`config.mk`:
```
export PLATFORM = sky130hd
export DESIGN_NAME = cpc_pin_timing
export DESIGN_NICKNAME = d
export VERILOG_FILES = /design/src/logic/cpc_pkg.sv /design/src/logic/cpc_pin_timing.sv
export VERILOG_INCLUDE_DIRS = /design/src /design/src/logic
export SDC_FILE = /design/constraint.sdc
export NUM_CORES = 1
export LEC_CHECK = 0
export BUFFER_PORTS_ARGS = -buffer_cell sky130_fd_sc_hd__buf_4
export CELL_PAD_IN_SITES_DETAIL_PLACEMENT = 0
export CELL_PAD_IN_SITES_GLOBAL_PLACEMENT = 1
export CORE_ASPECT_RATIO = 1.25
export CORE_MARGIN = 8
export CORE_UTILIZATION = 43
export DETAILED_ROUTE_END_ITERATION = 8
export PLACE_DENSITY_LB_ADDON = 0.25
export SLEW_MARGIN = 15
export SYNTH_ARGS = -nofsm -noshare
export SYNTH_HDL_FRONTEND = slang
export SYNTH_SLANG_ARGS = --single-unit
```
`constraint.sdc`:
```
create_clock -name clock -period 19 [get_ports clock]
set_input_delay 2.85 -clock clock [delete_from_list [all_inputs] [get_ports clock]]
set_output_delay 2.85 -clock clock [all_outputs]
set_load 0.005 [all_outputs]
```
`src/logic/cpc_defines.svh`:
```
// Register offsets, field positions, reset values and timing counts of the pin control block
`ifndef CPC_DEFINES_SVH
`define CPC_DEFINES_SVH

// ---------------------------------------------------------------
// Register byte offsets
// ---------------------------------------------------------------
`define CPC_OFF_PIN_CTRL     8'h00
`define CPC_OFF_SAMPLE_CTRL  8'h04
`define CPC_OFF_PRESCALER    8'h08
`define CPC_OFF_PHASE_SEG    8'h0c
`define CPC_OFF_TIMER        8'h10
`define CPC_OFF_IRQ_STATUS   8'h14
`define CPC_OFF_IRQ_MASK     8'h18

// ---------------------------------------------------------------
// Field positions
// ---------------------------------------------------------------
`define CPC_BUSOFF_MASK_BIT  7
`define CPC_ERROR_MASK_BIT   6
`define CPC_RX_POL_BIT       2
`define CPC_TX_MODE_HI       1
`define CPC_TX_MODE_LO       0
`define CPC_TRIPLE_BIT       7
`define CPC_RSVD_BIT         6
`define CPC_TIMER_SYNC_ENABLE_BIT        5
`define CPC_ORDER_BIT        4
`define CPC_LISTEN_BIT       3
`define CPC_PROP_HI          2
`define CPC_PSEG1_HI         5
`define CPC_PSEG1_LO         3
`define CPC_PSEG2_HI         2
`define CPC_STAT_BUSOFF      1
`define CPC_STAT_ERROR       0

// ---------------------------------------------------------------
// Writable bit masks and reset values
// ---------------------------------------------------------------
`define CPC_PIN_CTRL_WMASK   8'hc7
`define CPC_SAMPLE_WMASK     8'hbf
`define CPC_RST_PIN_CTRL     8'h00
`define CPC_RST_SAMPLE_CTRL  8'h00
`define CPC_RST_PRESCALER    8'h00
`define CPC_RST_PHASE_SEG    8'h00
`define CPC_RST_TIMER        16'h0000
`define CPC_TIMER_MAX        16'hffff

// ---------------------------------------------------------------
// Bus answers and sizes
// ---------------------------------------------------------------
`define CPC_RESP_OKAY        2'b00
`define CPC_RESP_SLVERR      2'b10
`define CPC_TX_BUFS          4
`define CPC_ID_W             11

`endif

```
`src/logic/cpc_pkg.sv`:
```
// Types of the pin and bit timing control block
package cpc_pkg;

  // ---------------------------------------------------------------
  // Complete register state of the block
  // ---------------------------------------------------------------
  typedef struct packed {
    logic        aw_v;
    logic [7:0]  aw_addr;
    logic        w_v;
    logic [31:0] w_data;
    logic [3:0]  w_strb;
    logic        b_v;
    logic [1:0]  b_resp;
    logic        r_v;
    logic [31:0] r_data;
    logic [1:0]  r_resp;
    logic [7:0]  pin_ctrl;
    logic [7:0]  sample_ctrl;
    logic [7:0]  prescaler;
    logic [7:0]  phase_seg;
    logic [1:0]  status;
    logic [1:0]  imask;
    logic        irq;
    logic        rx_s1;
    logic        rx_s2;
    logic [8:0]  presc_cnt;
    logic [4:0]  tq_cnt;
    logic [1:0]  smp;
    logic        rx_bit;
    logic        rx_valid;
    logic        bit_tick;
    logic [15:0] timer;
    logic        tx_pin;
    logic        tx_oe;
    logic [1:0]  tx_sel;
    logic        tx_sel_v;
  } cpc_state_type;

endpackage

```
`src/logic/cpc_pin_timing.sv`:
```
// Pin polarity, transmit drive, sampling, bit timing and free-running timer of a CAN node
//
// Contract
// - Bus-off interrupt forwarded only when mask set
// - Error interrupt forwarded only when mask set
// - Receive polarity bit selects dominant pin level
// - Mode 00 drives both levels, 0 dominant
// - Mode 01 drives both levels, 1 dominant
// - Mode 1x drives dominant only, else released
// - Open drain forces positive polarity
// - Single sample at end of phase segment 1
// - Triple sample: sample point plus two before
// - Timer sync resets timer on buffer 0 receive
// - Order bit: lowest identifier or lowest buffer
// - Listen-only receives but never drives the bus
// - Propagation segment lasts field plus one quanta
// - One time quantum is one serial clock
// - Serial clock is system clock over 2(p+1)
// - Timer starts at zero, counts, wraps at max
`timescale 1ns/1ns

`include "cpc_defines.svh"

module cpc_pin_timing
  import cpc_pkg::*;
(
  input  wire logic                              clock,
  input  wire logic                              srst,
  input  wire logic                              ce,
  // AXI4-Lite slave
  input  wire logic [7:0]                        s_axi_awaddr,
  input  wire logic                              s_axi_awvalid,
  output logic                                   s_axi_awready,
  input  wire logic [31:0]                       s_axi_wdata,
  input  wire logic [3:0]                        s_axi_wstrb,
  input  wire logic                              s_axi_wvalid,
  output logic                                   s_axi_wready,
  output logic [1:0]                             s_axi_bresp,
  output logic                                   s_axi_bvalid,
  input  wire logic                              s_axi_bready,
  input  wire logic [7:0]                        s_axi_araddr,
  input  wire logic                              s_axi_arvalid,
  output logic                                   s_axi_arready,
  output logic [31:0]                            s_axi_rdata,
  output logic [1:0]                             s_axi_rresp,
  output logic                                   s_axi_rvalid,
  input  wire logic                              s_axi_rready,
  // Protocol core side
  input  wire logic                              busoff_event,
  input  wire logic                              error_event,
  input  wire logic                              rx_mb0_event,
  input  wire logic                              tx_dominant,
  input  wire logic [`CPC_TX_BUFS-1:0]           tx_pending,
  input  wire logic [`CPC_TX_BUFS*`CPC_ID_W-1:0] tx_ids,
  output logic [1:0]                             tx_select,
  output logic                                   tx_select_valid,
  output logic                                   rx_bit,
  output logic                                   rx_bit_valid,
  output logic                                   bit_tick,
  output logic [15:0]                            free_timer,
  output logic                                   irq,
  // Transceiver pins
  input  wire logic                              can_receive_pin,
  output logic                                   can_transmit_pin_o,
  output logic                                   can_transmit_pin_oe
);

  // ---------------------------------------------------------------
  // Functions
  // ---------------------------------------------------------------
  function automatic logic [7:0] merge_byte(input logic [7:0] old_v, input logic [7:0] new_v,
                                            input logic strb, input logic [7:0] wmask);
    merge_byte = strb ? ((old_v & ~wmask) | (new_v & wmask)) : old_v;
  endfunction

  function automatic logic majority(input logic [2:0] s);
    majority = (s[0] & s[1]) | (s[0] & s[2]) | (s[1] & s[2]);
  endfunction

  function automatic logic [31:0] read_reg(input logic [7:0] a, input cpc_state_type s);
    read_reg = 32'h0000_0000;
    case (a)
      `CPC_OFF_PIN_CTRL:    read_reg = {24'h00_0000, s.pin_ctrl};
      `CPC_OFF_SAMPLE_CTRL: read_reg = {24'h00_0000, s.sample_ctrl};
      `CPC_OFF_PRESCALER:   read_reg = {24'h00_0000, s.prescaler};
      `CPC_OFF_PHASE_SEG:   read_reg = {24'h00_0000, s.phase_seg};
      `CPC_OFF_TIMER:       read_reg = {16'h0000, s.timer};
      `CPC_OFF_IRQ_STATUS:  read_reg = {30'h0000_0000, s.status};
      `CPC_OFF_IRQ_MASK:    read_reg = {30'h0000_0000, s.imask};
      default:              read_reg = 32'h0000_0000;
    endcase
  endfunction

  function automatic logic is_mapped(input logic [7:0] a);
    case (a)
      `CPC_OFF_PIN_CTRL,
      `CPC_OFF_SAMPLE_CTRL,
      `CPC_OFF_PRESCALER,
      `CPC_OFF_PHASE_SEG,
      `CPC_OFF_TIMER,
      `CPC_OFF_IRQ_STATUS,
      `CPC_OFF_IRQ_MASK:    is_mapped = 1'b1;
      default: is_mapped = 1'b0;
    endcase
  endfunction

  // ---------------------------------------------------------------
  // State
  // ---------------------------------------------------------------
  cpc_state_type q;
  cpc_state_type d;

  // ---------------------------------------------------------------
  // Next-state helpers
  // ---------------------------------------------------------------
  // Bus decode
  logic       do_write;
  logic       do_read;
  logic [7:0] wa;
  logic [1:0] st_clr;
  logic [1:0] st_set;
  // Bit timing
  logic       rx_level;
  logic       tq_tick;
  logic [4:0] sp_idx;
  logic [4:0] end_idx;
  // Transmit
  logic       tx_dom;
  logic       triple;
  logic [`CPC_ID_W-1:0] best_id;
  logic [`CPC_ID_W-1:0] cur_id;

  // ---------------------------------------------------------------
  // Next state
  // ---------------------------------------------------------------
  always_comb begin
    d = q;

    // ----------------------------
    // Bus handshake
    // ----------------------------
    // Address and data taken in either order, answer after both
    do_write = q.aw_v && q.w_v && !q.b_v;
    wa       = q.aw_addr;
    if (s_axi_awvalid && !q.aw_v && !q.b_v) begin
      d.aw_v    = 1'b1;
      d.aw_addr = s_axi_awaddr;
    end
    if (s_axi_wvalid && !q.w_v && !q.b_v) begin
      d.w_v    = 1'b1;
      d.w_data = s_axi_wdata;
      d.w_strb = s_axi_wstrb;
    end
    st_clr = 2'b00;
    if (do_write) begin
      d.aw_v   = 1'b0;
      d.w_v    = 1'b0;
      d.b_v    = 1'b1;
      d.b_resp = is_mapped(wa) ? `CPC_RESP_OKAY : `CPC_RESP_SLVERR;
      case (wa)
        `CPC_OFF_PIN_CTRL:
          d.pin_ctrl = merge_byte(q.pin_ctrl, q.w_data[7:0], q.w_strb[0], `CPC_PIN_CTRL_WMASK);
        // Reserved bit is held at zero whatever software writes
        `CPC_OFF_SAMPLE_CTRL:
          d.sample_ctrl = merge_byte(q.sample_ctrl, q.w_data[7:0], q.w_strb[0],
                                     `CPC_SAMPLE_WMASK);
        `CPC_OFF_PRESCALER:
          d.prescaler = merge_byte(q.prescaler, q.w_data[7:0], q.w_strb[0], 8'hff);
        `CPC_OFF_PHASE_SEG:
          d.phase_seg = merge_byte(q.phase_seg, q.w_data[7:0], q.w_strb[0], 8'hff);
        `CPC_OFF_TIMER: begin
          d.timer[7:0]  = merge_byte(q.timer[7:0], q.w_data[7:0], q.w_strb[0], 8'hff);
          d.timer[15:8] = merge_byte(q.timer[15:8], q.w_data[15:8], q.w_strb[1], 8'hff);
        end
        `CPC_OFF_IRQ_STATUS:
          st_clr = q.w_strb[0] ? q.w_data[1:0] : 2'b00;
        `CPC_OFF_IRQ_MASK:
          d.imask = q.w_strb[0] ? q.w_data[1:0] : q.imask;
        default: d.b_resp = `CPC_RESP_SLVERR;
      endcase
    end
    if (q.b_v && s_axi_bready) begin
      d.b_v = 1'b0;
    end
    // Read answer is registered; arready stays low until it is taken
    do_read = s_axi_arvalid && !q.r_v;
    if (do_read) begin
      d.r_v    = 1'b1;
      d.r_data = read_reg(s_axi_araddr, q);
      d.r_resp = is_mapped(s_axi_araddr) ? `CPC_RESP_OKAY : `CPC_RESP_SLVERR;
    end else if (q.r_v && s_axi_rready) begin
      d.r_v = 1'b0;
    end

    // ----------------------------
    // Interrupts
    // ----------------------------
    // Sticky events; a set in the clearing cycle wins
    st_set   = {busoff_event, error_event};
    d.status = (q.status & ~st_clr) | st_set;
    d.irq    = (q.status[`CPC_STAT_BUSOFF] & q.imask[`CPC_STAT_BUSOFF]
                & q.pin_ctrl[`CPC_BUSOFF_MASK_BIT])
             | (q.status[`CPC_STAT_ERROR] & q.imask[`CPC_STAT_ERROR]
                & q.pin_ctrl[`CPC_ERROR_MASK_BIT]);

    // ----------------------------
    // Receive pin
    // ----------------------------
    // Two flops, then polarity; logical 0 means dominant
    d.rx_s1  = can_receive_pin;
    d.rx_s2  = q.rx_s1;
    rx_level = q.pin_ctrl[`CPC_RX_POL_BIT] ? ~q.rx_s2 : q.rx_s2;

    // ----------------------------
    // Serial clock
    // ----------------------------
    // Serial clock tick every 2(p+1) system clocks
    tq_tick = (q.presc_cnt == {q.prescaler, 1'b1});
    d.presc_cnt = tq_tick ? 9'h000 : q.presc_cnt + 9'h001;

    // ----------------------------
    // Bit timing
    // ----------------------------
    // Bit time in quanta: sync, propagation, phase 1, phase 2
    // A shortened bit wraps the counter instead of sticking
    sp_idx  = 5'h02 + {2'b00, q.sample_ctrl[`CPC_PROP_HI:0]}
            + {2'b00, q.phase_seg[`CPC_PSEG1_HI:`CPC_PSEG1_LO]};
    end_idx = sp_idx + 5'h01 + {2'b00, q.phase_seg[`CPC_PSEG2_HI:0]};
    triple  = q.sample_ctrl[`CPC_TRIPLE_BIT];
    d.rx_valid = 1'b0;
    d.bit_tick = 1'b0;
    // Each quantum counts one serial clock
    if (tq_tick) begin
      d.smp    = {q.smp[0], rx_level};
      d.tq_cnt = (q.tq_cnt == end_idx) ? 5'h00 : q.tq_cnt + 5'h01;
      if (q.tq_cnt == end_idx) begin
        d.bit_tick = 1'b1;
      end
      if (q.tq_cnt == sp_idx) begin
        d.rx_valid = 1'b1;
        if (triple) begin
          d.rx_bit = majority({q.smp, rx_level});
        end else begin
          d.rx_bit = rx_level;
        end
      end
    end

    // ----------------------------
    // Free-running timer
    // ----------------------------
    // Sync reset takes precedence over count and write
    if (q.bit_tick) begin
      d.timer = (q.timer == `CPC_TIMER_MAX) ? 16'h0000 : q.timer + 16'h0001;
    end
    if (do_write && wa == `CPC_OFF_TIMER) begin
      d.timer[7:0]  = merge_byte(q.timer[7:0], q.w_data[7:0], q.w_strb[0], 8'hff);
      d.timer[15:8] = merge_byte(q.timer[15:8], q.w_data[15:8], q.w_strb[1], 8'hff);
    end
    if (q.sample_ctrl[`CPC_TIMER_SYNC_ENABLE_BIT] && rx_mb0_event) begin
      d.timer = `CPC_RST_TIMER;
    end

    // ----------------------------
    // Transmit drive
    // ----------------------------
    // Listen-only blocks every dominant bit, acknowledge included
    tx_dom = tx_dominant && !q.sample_ctrl[`CPC_LISTEN_BIT];
    if (q.sample_ctrl[`CPC_LISTEN_BIT]) begin
      d.tx_pin = 1'b1;
      d.tx_oe  = 1'b0;
    end else if (q.pin_ctrl[`CPC_TX_MODE_HI]) begin
      d.tx_pin = 1'b0;
      d.tx_oe  = tx_dom;
    end else if (q.pin_ctrl[`CPC_TX_MODE_LO]) begin
      d.tx_pin = tx_dom;
      d.tx_oe  = 1'b1;
    end else begin
      d.tx_pin = ~tx_dom;
      d.tx_oe  = 1'b1;
    end

    // ----------------------------
    // Transmit order
    // ----------------------------
    // First pending buffer wins ties, so lowest number also breaks equal ids
    d.tx_sel_v = |tx_pending;
    d.tx_sel   = 2'b00;
    best_id    = {`CPC_ID_W{1'b1}};
    cur_id     = {`CPC_ID_W{1'b1}};
    for (int i = `CPC_TX_BUFS - 1; i >= 0; i--) begin
      cur_id = tx_ids[i*`CPC_ID_W +: `CPC_ID_W];
      if (tx_pending[i]) begin
        if (q.sample_ctrl[`CPC_ORDER_BIT] || cur_id <= best_id) begin
          d.tx_sel = 2'(i);
          best_id  = cur_id;
        end
      end
    end
  end

  // ---------------------------------------------------------------
  // Registers
  // ---------------------------------------------------------------
  always_ff @(posedge clock) begin
    if (srst) begin
      q             <= '0;
      q.pin_ctrl    <= `CPC_RST_PIN_CTRL;
      q.sample_ctrl <= `CPC_RST_SAMPLE_CTRL;
      q.prescaler   <= `CPC_RST_PRESCALER;
      q.phase_seg   <= `CPC_RST_PHASE_SEG;
      q.timer       <= `CPC_RST_TIMER;
      // Pin flops start recessive so no false edge follows reset
      q.tx_pin      <= 1'b1;
      q.rx_s1       <= 1'b1;
      q.rx_s2       <= 1'b1;
      q.rx_bit      <= 1'b1;
    end else if (ce) begin
      q <= d;
    end
  end

  // ---------------------------------------------------------------
  // Outputs
  // ---------------------------------------------------------------
  // Ready only when idle, so a held request is never lost while frozen
  assign s_axi_awready       = ce && !q.aw_v && !q.b_v;
  assign s_axi_wready        = ce && !q.w_v && !q.b_v;
  assign s_axi_bvalid        = q.b_v;
  assign s_axi_bresp         = q.b_resp;
  assign s_axi_arready       = ce && !q.r_v;
  assign s_axi_rvalid        = q.r_v;
  assign s_axi_rdata         = q.r_data;
  assign s_axi_rresp         = q.r_resp;
  assign tx_select           = q.tx_sel;
  assign tx_select_valid     = q.tx_sel_v;
  assign rx_bit              = q.rx_bit;
  assign rx_bit_valid        = q.rx_valid;
  assign bit_tick            = q.bit_tick;
  assign free_timer          = q.timer;
  assign irq                 = q.irq;
  assign can_transmit_pin_o  = q.tx_pin;
  assign can_transmit_pin_oe = q.tx_oe;

endmodule

```
==> results of run 1 <==
report_power, final:
group | total [mW] | internal [mW] | switching, mW
clock | 0.334 | 0.215 | 0.118
combinational | 0.0854 | 0.0422 | 0.0432
sequential | 0.272 | 0.264 | 0.00751
total | 0.691 | 0.522 | 0.169
logic make-up after synthesis:
family | Yosys count | share of synthesized area
compound gates | 190 | 0.1530
xor+xnor | 30 | 0.03422
fa+ha+maj | 45 | 0.07528
buf+inv | 146 | 0.1005
flops | 123 | 0.3207
mux | 74 | 0.1002
other cells | 1 | 0.0004884
simple gates | 335 | 0.2156
synth_stat cells (3+ instances only):
cell type    n
nor2_1      90
a211o_1      8
o22ai_1      6
a21oi_1     77
nand4_1     11
buf_2        3
a311oi_1     4
a22oi_1     12
buf_4       54
buf_1        7
and3_1      12
nand3_1     33
a211oi_1     3
nor3_1      16
nand2_1    101
ha_1        43
mux2i_1     51
xor2_1      16
nor4_1       7
o21a_1       4
nor2b_1     12
or2_2        5
and2_1       5
a22o_1       3
clkbuf_1    32
nand2b_1    11
mux2_2      23
o211ai_1     6
nor3b_1      7
dfxtp_1    123
a31oi_1      5
xnor2_1     14
o21ai_0     39
nor4b_1      5
o31ai_1      3
inv_1       46
critical path, stage by stage:
cell and delay (ns):
buf_4 0.12, inv_1 0.27, nor2_1 0.10, ha_1 0.32, a211o_1 0.30, a21oi_1 0.11
a21oi_1 0.08, o21ai_0 0.50, buf_4 0.29, mux2_2 0.36, ha_1 0.28, nor2b_1 0.13
o21a_1 0.12, o211ai_1 0.07, a221oi_1 0.36, o21a_1 0.56, mux2_2 0.41, ha_1 0.31
a211o_1 0.26, a21oi_1 0.11, a31oi_1 0.09, a2111oi_0 0.34, a2111oi_0 0.15, a32o_1 0.31
cell type report:
type / instances / area, um^2 / area share
clock buffers: 20 / 466.7 / 0.05103
clock inverters: 12 / 145.1 / 0.01587
inverters: 46 / 172.7 / 0.01888
multi-input cells: 692 / 4508 / 0.4929
flip-flops and latches: 123 / 2462 / 0.2692
well taps: 224 / 280.3 / 0.03064
repair buffers: 148 / 1111 / 0.1215
metal layers:
layer  routed length (um)  vias to the layer above  share of wire
met5                    0                        -              0
met1                 9219                     3118           0.42
li1                     -                     3415              -
met3                 1076                       32          0.049
met2                11150                      175           0.51
met4                  522                        0          0.024
flip-flops by register name (all words and copies together) (netlist names), 2 cells and up:
name         count
free_timer      16
q               69
s_axi_rdata     16
tx_select        2
wa               8
through the flow:
step | setup WS [ns] | cells | instance area (um^2)
CTS | 10.39 | 1265 | 9146
detailed placement | 9.989 | 1233 | 8534
finish | 10.51 | 1265 | 9146
floorplan | 10.79 | 961 | 7742
global placement | 10.06 | 1233 | 8534
global route | 10.10 | 1265 | 9146
worst paths after layout:
check,slack (ns),endpoint,startpoint,cells after the start
setup / recovery,10.51,tx_select[1],tx_pending[3],24
hold / removal,0.45,s_axi_rdata[13],s_axi_rdata[13],2
setup reg to reg,13.94,tx_select[1],q[67],18
hold reg to reg,0.45,s_axi_rdata[13],s_axi_rdata[13],2
==> results.cfg, run 1 <==
[outcome]
status = complete, no violations

[power]
totalPowerFinal_mw = 0.6907
power.density_nw_per_um2 = 75.52
p_leak_nw = 3.739
peakVddDrop_mv = 0.06018

[grt]
grt_util_met3 = 0.04328
grt_pass1_vias = 6581
grt_usage = 0.1930
use_met2 = 0.3398
antenna_found_initial = 0
globalRoute.totalOverflow = 0
grt_first_pass_wirelength_um = 34120
grt_max_degree = 68
met1_usage = 0.2215
grt-busiest-layer = met2

[critical_path]
worstPathArrival_ns = 8.81
crit_type = primary input to register
critical_path_required_ns = 19.32
end_kind = register
critPathMaxFanout = 12
cp-start-kind = primary input

[yosys]
avgSynthCellArea_um2 = 8.134
synthDistinctLibCells = 68
ys_seq_area_frac = 0.3207
yosys_warnings = 0
yosysTopAreaCell = dfxtp_1
synth_area_um2 = 7679
synthCells = 944
async_flop_share = 0
synth_edf_count = 0
synth_top_area_frac = 0.3207
synth_area_leaders = dfxtp_1, ha_1, mux2i_1
synth-seq-cells = 123
synth_flop_cell = dfxtp_1

[layout]
nets = 1186
layout-drive-gt1-share = 0.2085
final_common_cell = buf_4
fin_util = 0.5227
n_antenna_cell = 0
areaGrowthSynthToFinish_pct = 19.11
final_cell_mix = buf_4, dfxtp_1, nand2_1
num-fill-cells = 1727

[floorplan]
rows = 54
dieArea_um2 = 22420
die_x_um = 135.5
dieHeight_um = 165.4
start_util = 0.4388
coreArea_um2 = 17500
io_pins = 179

[clock_tree]
clock-root-buffer = clkbuf_16
clockBufferDepth = 2
numClockSinks = 123
holdBufCountCts = 0
clkTransAtPathRegs_ns = 0.06
worstSkewPairLatency_ns = 0.42
postCtsResizedCells = 0
numCtsBuffers = 17
post_cts_buffers = 0
h-tree-depth = 4
cts_tree = done

[drt]
drt_iter0_drc = 373
wl_per_cell_um = 17.36
drt-vias-per-instance = 5.328
firstDrtPassIters = 5
route.vias.total = 6740
routed_wl_um = 21960
final_antenna_net_count = 0
drc = 0

[place]
dp_hpwl_um = 16700
gp_congestion = 0.8606
io_buffers = 142

[timing]
drv_slew = 0
maxSlewHeadroom = 0.2571
tightest_slew_ns = 1.104
hold_viol_final = 0
skew_ns = 0.01138
setup_viol_count_final = 0
whs_ns = 0.4509
max_freq_mhz = 117.7
grt_setup_unrepaired = no
period_share = 0.4470
setup_tns_ns = 0
period_minus_slack_ns = 8.493

[job]
maxCapViolCount = 0

[min_path]
hp-class = register to register
No activity file was read; power rests on OpenSTA's default activity.
==> run 2: changes to the inputs <==
--- a/config.mk
+++ b/config.mk
@@ -11,7 +11,7 @@
 export CELL_PAD_IN_SITES_GLOBAL_PLACEMENT = 1
 export CORE_ASPECT_RATIO = 1.25
 export CORE_MARGIN = 8
-export CORE_UTILIZATION = 43
+export CORE_UTILIZATION = 36
 export DETAILED_ROUTE_END_ITERATION = 8
 export PLACE_DENSITY_LB_ADDON = 0.25
 export SLEW_MARGIN = 15
==> constraint.sdc (replaced) <==
create_clock -name clock -period 7.71 [get_ports clock]
set_input_delay 1.1565 -clock clock [delete_from_list [all_inputs] [get_ports clock]]
set_output_delay 1.1565 -clock clock [all_outputs]
set_load 0.005 [all_outputs]
==> run 2 against run 1 <==
Worst hold slack improved by 0.0016 ns. Wire length increased by 5.1%. Clock skew decreased by 0.0042 ns. Critical path depth increased by 1. Via count increased by 1.8%. Sequential share of layout area decreased by 0.28 points. Combinational power increased to 2.5 times the previous value. Critical path type unchanged. Critical endpoint unchanged.
==> results.cfg, run 2 (synthesis results as in run 1) <==
[timing]
setup_tns_ns = 0
grt_setup_unrepaired = no
whs_ns = 0.4525
maxSlewHeadroom = 0.2665
setup_viol_count_final = 0
drv_slew = 0
period_minus_slack_ns = 6.455
max_freq_mhz = 154.9
skew_ns = 0.007142
tightest_slew_ns = 1.100
period_share = 0.8372
hold_viol_final = 0

[drt]
final_antenna_net_count = 0
drc = 0
drt-vias-per-instance = 5.214
firstDrtPassIters = 5
route.vias.total = 6861
drt_iter0_drc = 313
wl_per_cell_um = 17.54
routed_wl_um = 23080

[layout]
final_cell_mix = buf_4, dfxtp_1, nand2_1
n_antenna_cell = 0
num-fill-cells = 2177
multiInputGateArea_um2 = 4519
final_common_cell = buf_4
nets = 1188
seq_area_um2 = 2462
largest_register = q
design_area_um2 = 9241
fin_cells = 1316
largest_reg_flops = 69
layout-drive-gt1-share = 0.2083
areaGrowthSynthToFinish_pct = 20.35

[place]
place_area_um2 = 8617
dp_hpwl_um = 17450
dp_cells = 1285
io_buffers = 142
gp_congestion = 0.8240

[critical_path]
path_buf_inv = 4
end_kind = register
cp-start-kind = primary input
crit_family = compound AO/OA/AOI/OAI gates
max_stage_delay_ns = 0.50
worstPathArrival_ns = 6.81
slowest_stage = a2111oi_0
crit_type = primary input to register
r2r_setup_slack_ns = 2.93
critical_path_required_ns = 8.06
critPathMaxFanout = 11

[clock_tree]
clockBufferDepth = 2
numClockSinks = 123
cts_tree = done
holdBufCountCts = 0
post_cts_buffers = 0
worstSkewPairLatency_ns = 0.42
numCtsBuffers = 17
postCtsResizedCells = 0
clkTransAtPathRegs_ns = 0.05
clock-root-buffer = clkbuf_16
h-tree-depth = 4

[grt]
grt_first_pass_wirelength_um = 36530
grt_max_degree = 78
antenna_found_initial = 0
grt_pass1_vias = 6830
globalRoute.totalOverflow = 0
grt_usage = 0.1747

[outcome]
status = complete, no violations

[floorplan]
dieHeight_um = 179.3
dieArea_um2 = 26290
coreArea_um2 = 20890
rows = 59
io_pins = 179
start_util = 0.3676
die_x_um = 146.6

[power]
totalPowerFinal_mw = 1.730
p_leak_nw = 3.762
power.density_nw_per_um2 = 187.1
peakVddDrop_mv = 0.1351

[job]
maxCapViolCount = 0

[min_path]
hp-class = register to register
[run 2: where the power goes]
part	internal, mW	switching (mW)	total (mW)
logic	0.105	0.109	0.215
clock network	0.563	0.283	0.845
registers	0.651	0.0179	0.669
[run 2: final cells by class]
type | count | area share
clock inverter | 8 | 0.01516
multi-input combinational | 692 | 0.4890
inverter | 46 | 0.01868
tap | 274 | 0.03710
timing repair buffer | 150 | 0.1219
sequential | 123 | 0.2664
clock buffer | 23 | 0.05172
[run 2: path summary, 6_finish.rpt]
path                        start               to  cells past startpoint
hold / removal    s_axi_rdata[11]  s_axi_rdata[11]                      2
hold reg to reg   s_axi_rdata[11]  s_axi_rdata[11]                      2
setup reg to reg            q[67]     tx_select[1]                     19
setup / recovery    tx_pending[3]     tx_select[1]                     25
[run 2: through the flow]
step	setup WS [ns]	util
3_5_place_dp	0.8149	0.4125
3_3_place_gp	0.8721	0.4125
4_1_cts	1.233	0.4421
2_1_floorplan	1.197	-
5_1_grt	0.6341	0.4424
6_report	1.255	0.4424
[run 2: metal layers]
| layer | GRT usage | share of wire | up-vias |
|---|---|---|---|
| met5 | 0 | 0 | - |
| met4 | 0.06581 | 0.023 | 0 |
| met3 | 0.03813 | 0.049 | 36 |
| met2 | 0.3138 | 0.50 | 183 |
| met1 | 0.1992 | 0.43 | 3221 |
| li1 | - | - | 3421 |
[run 2: worst min-delay path: stages (launching register included)]
cell,delay (ns)
dfxtp_1,0.31
nand2_1,0.05
a21oi_1,0.05
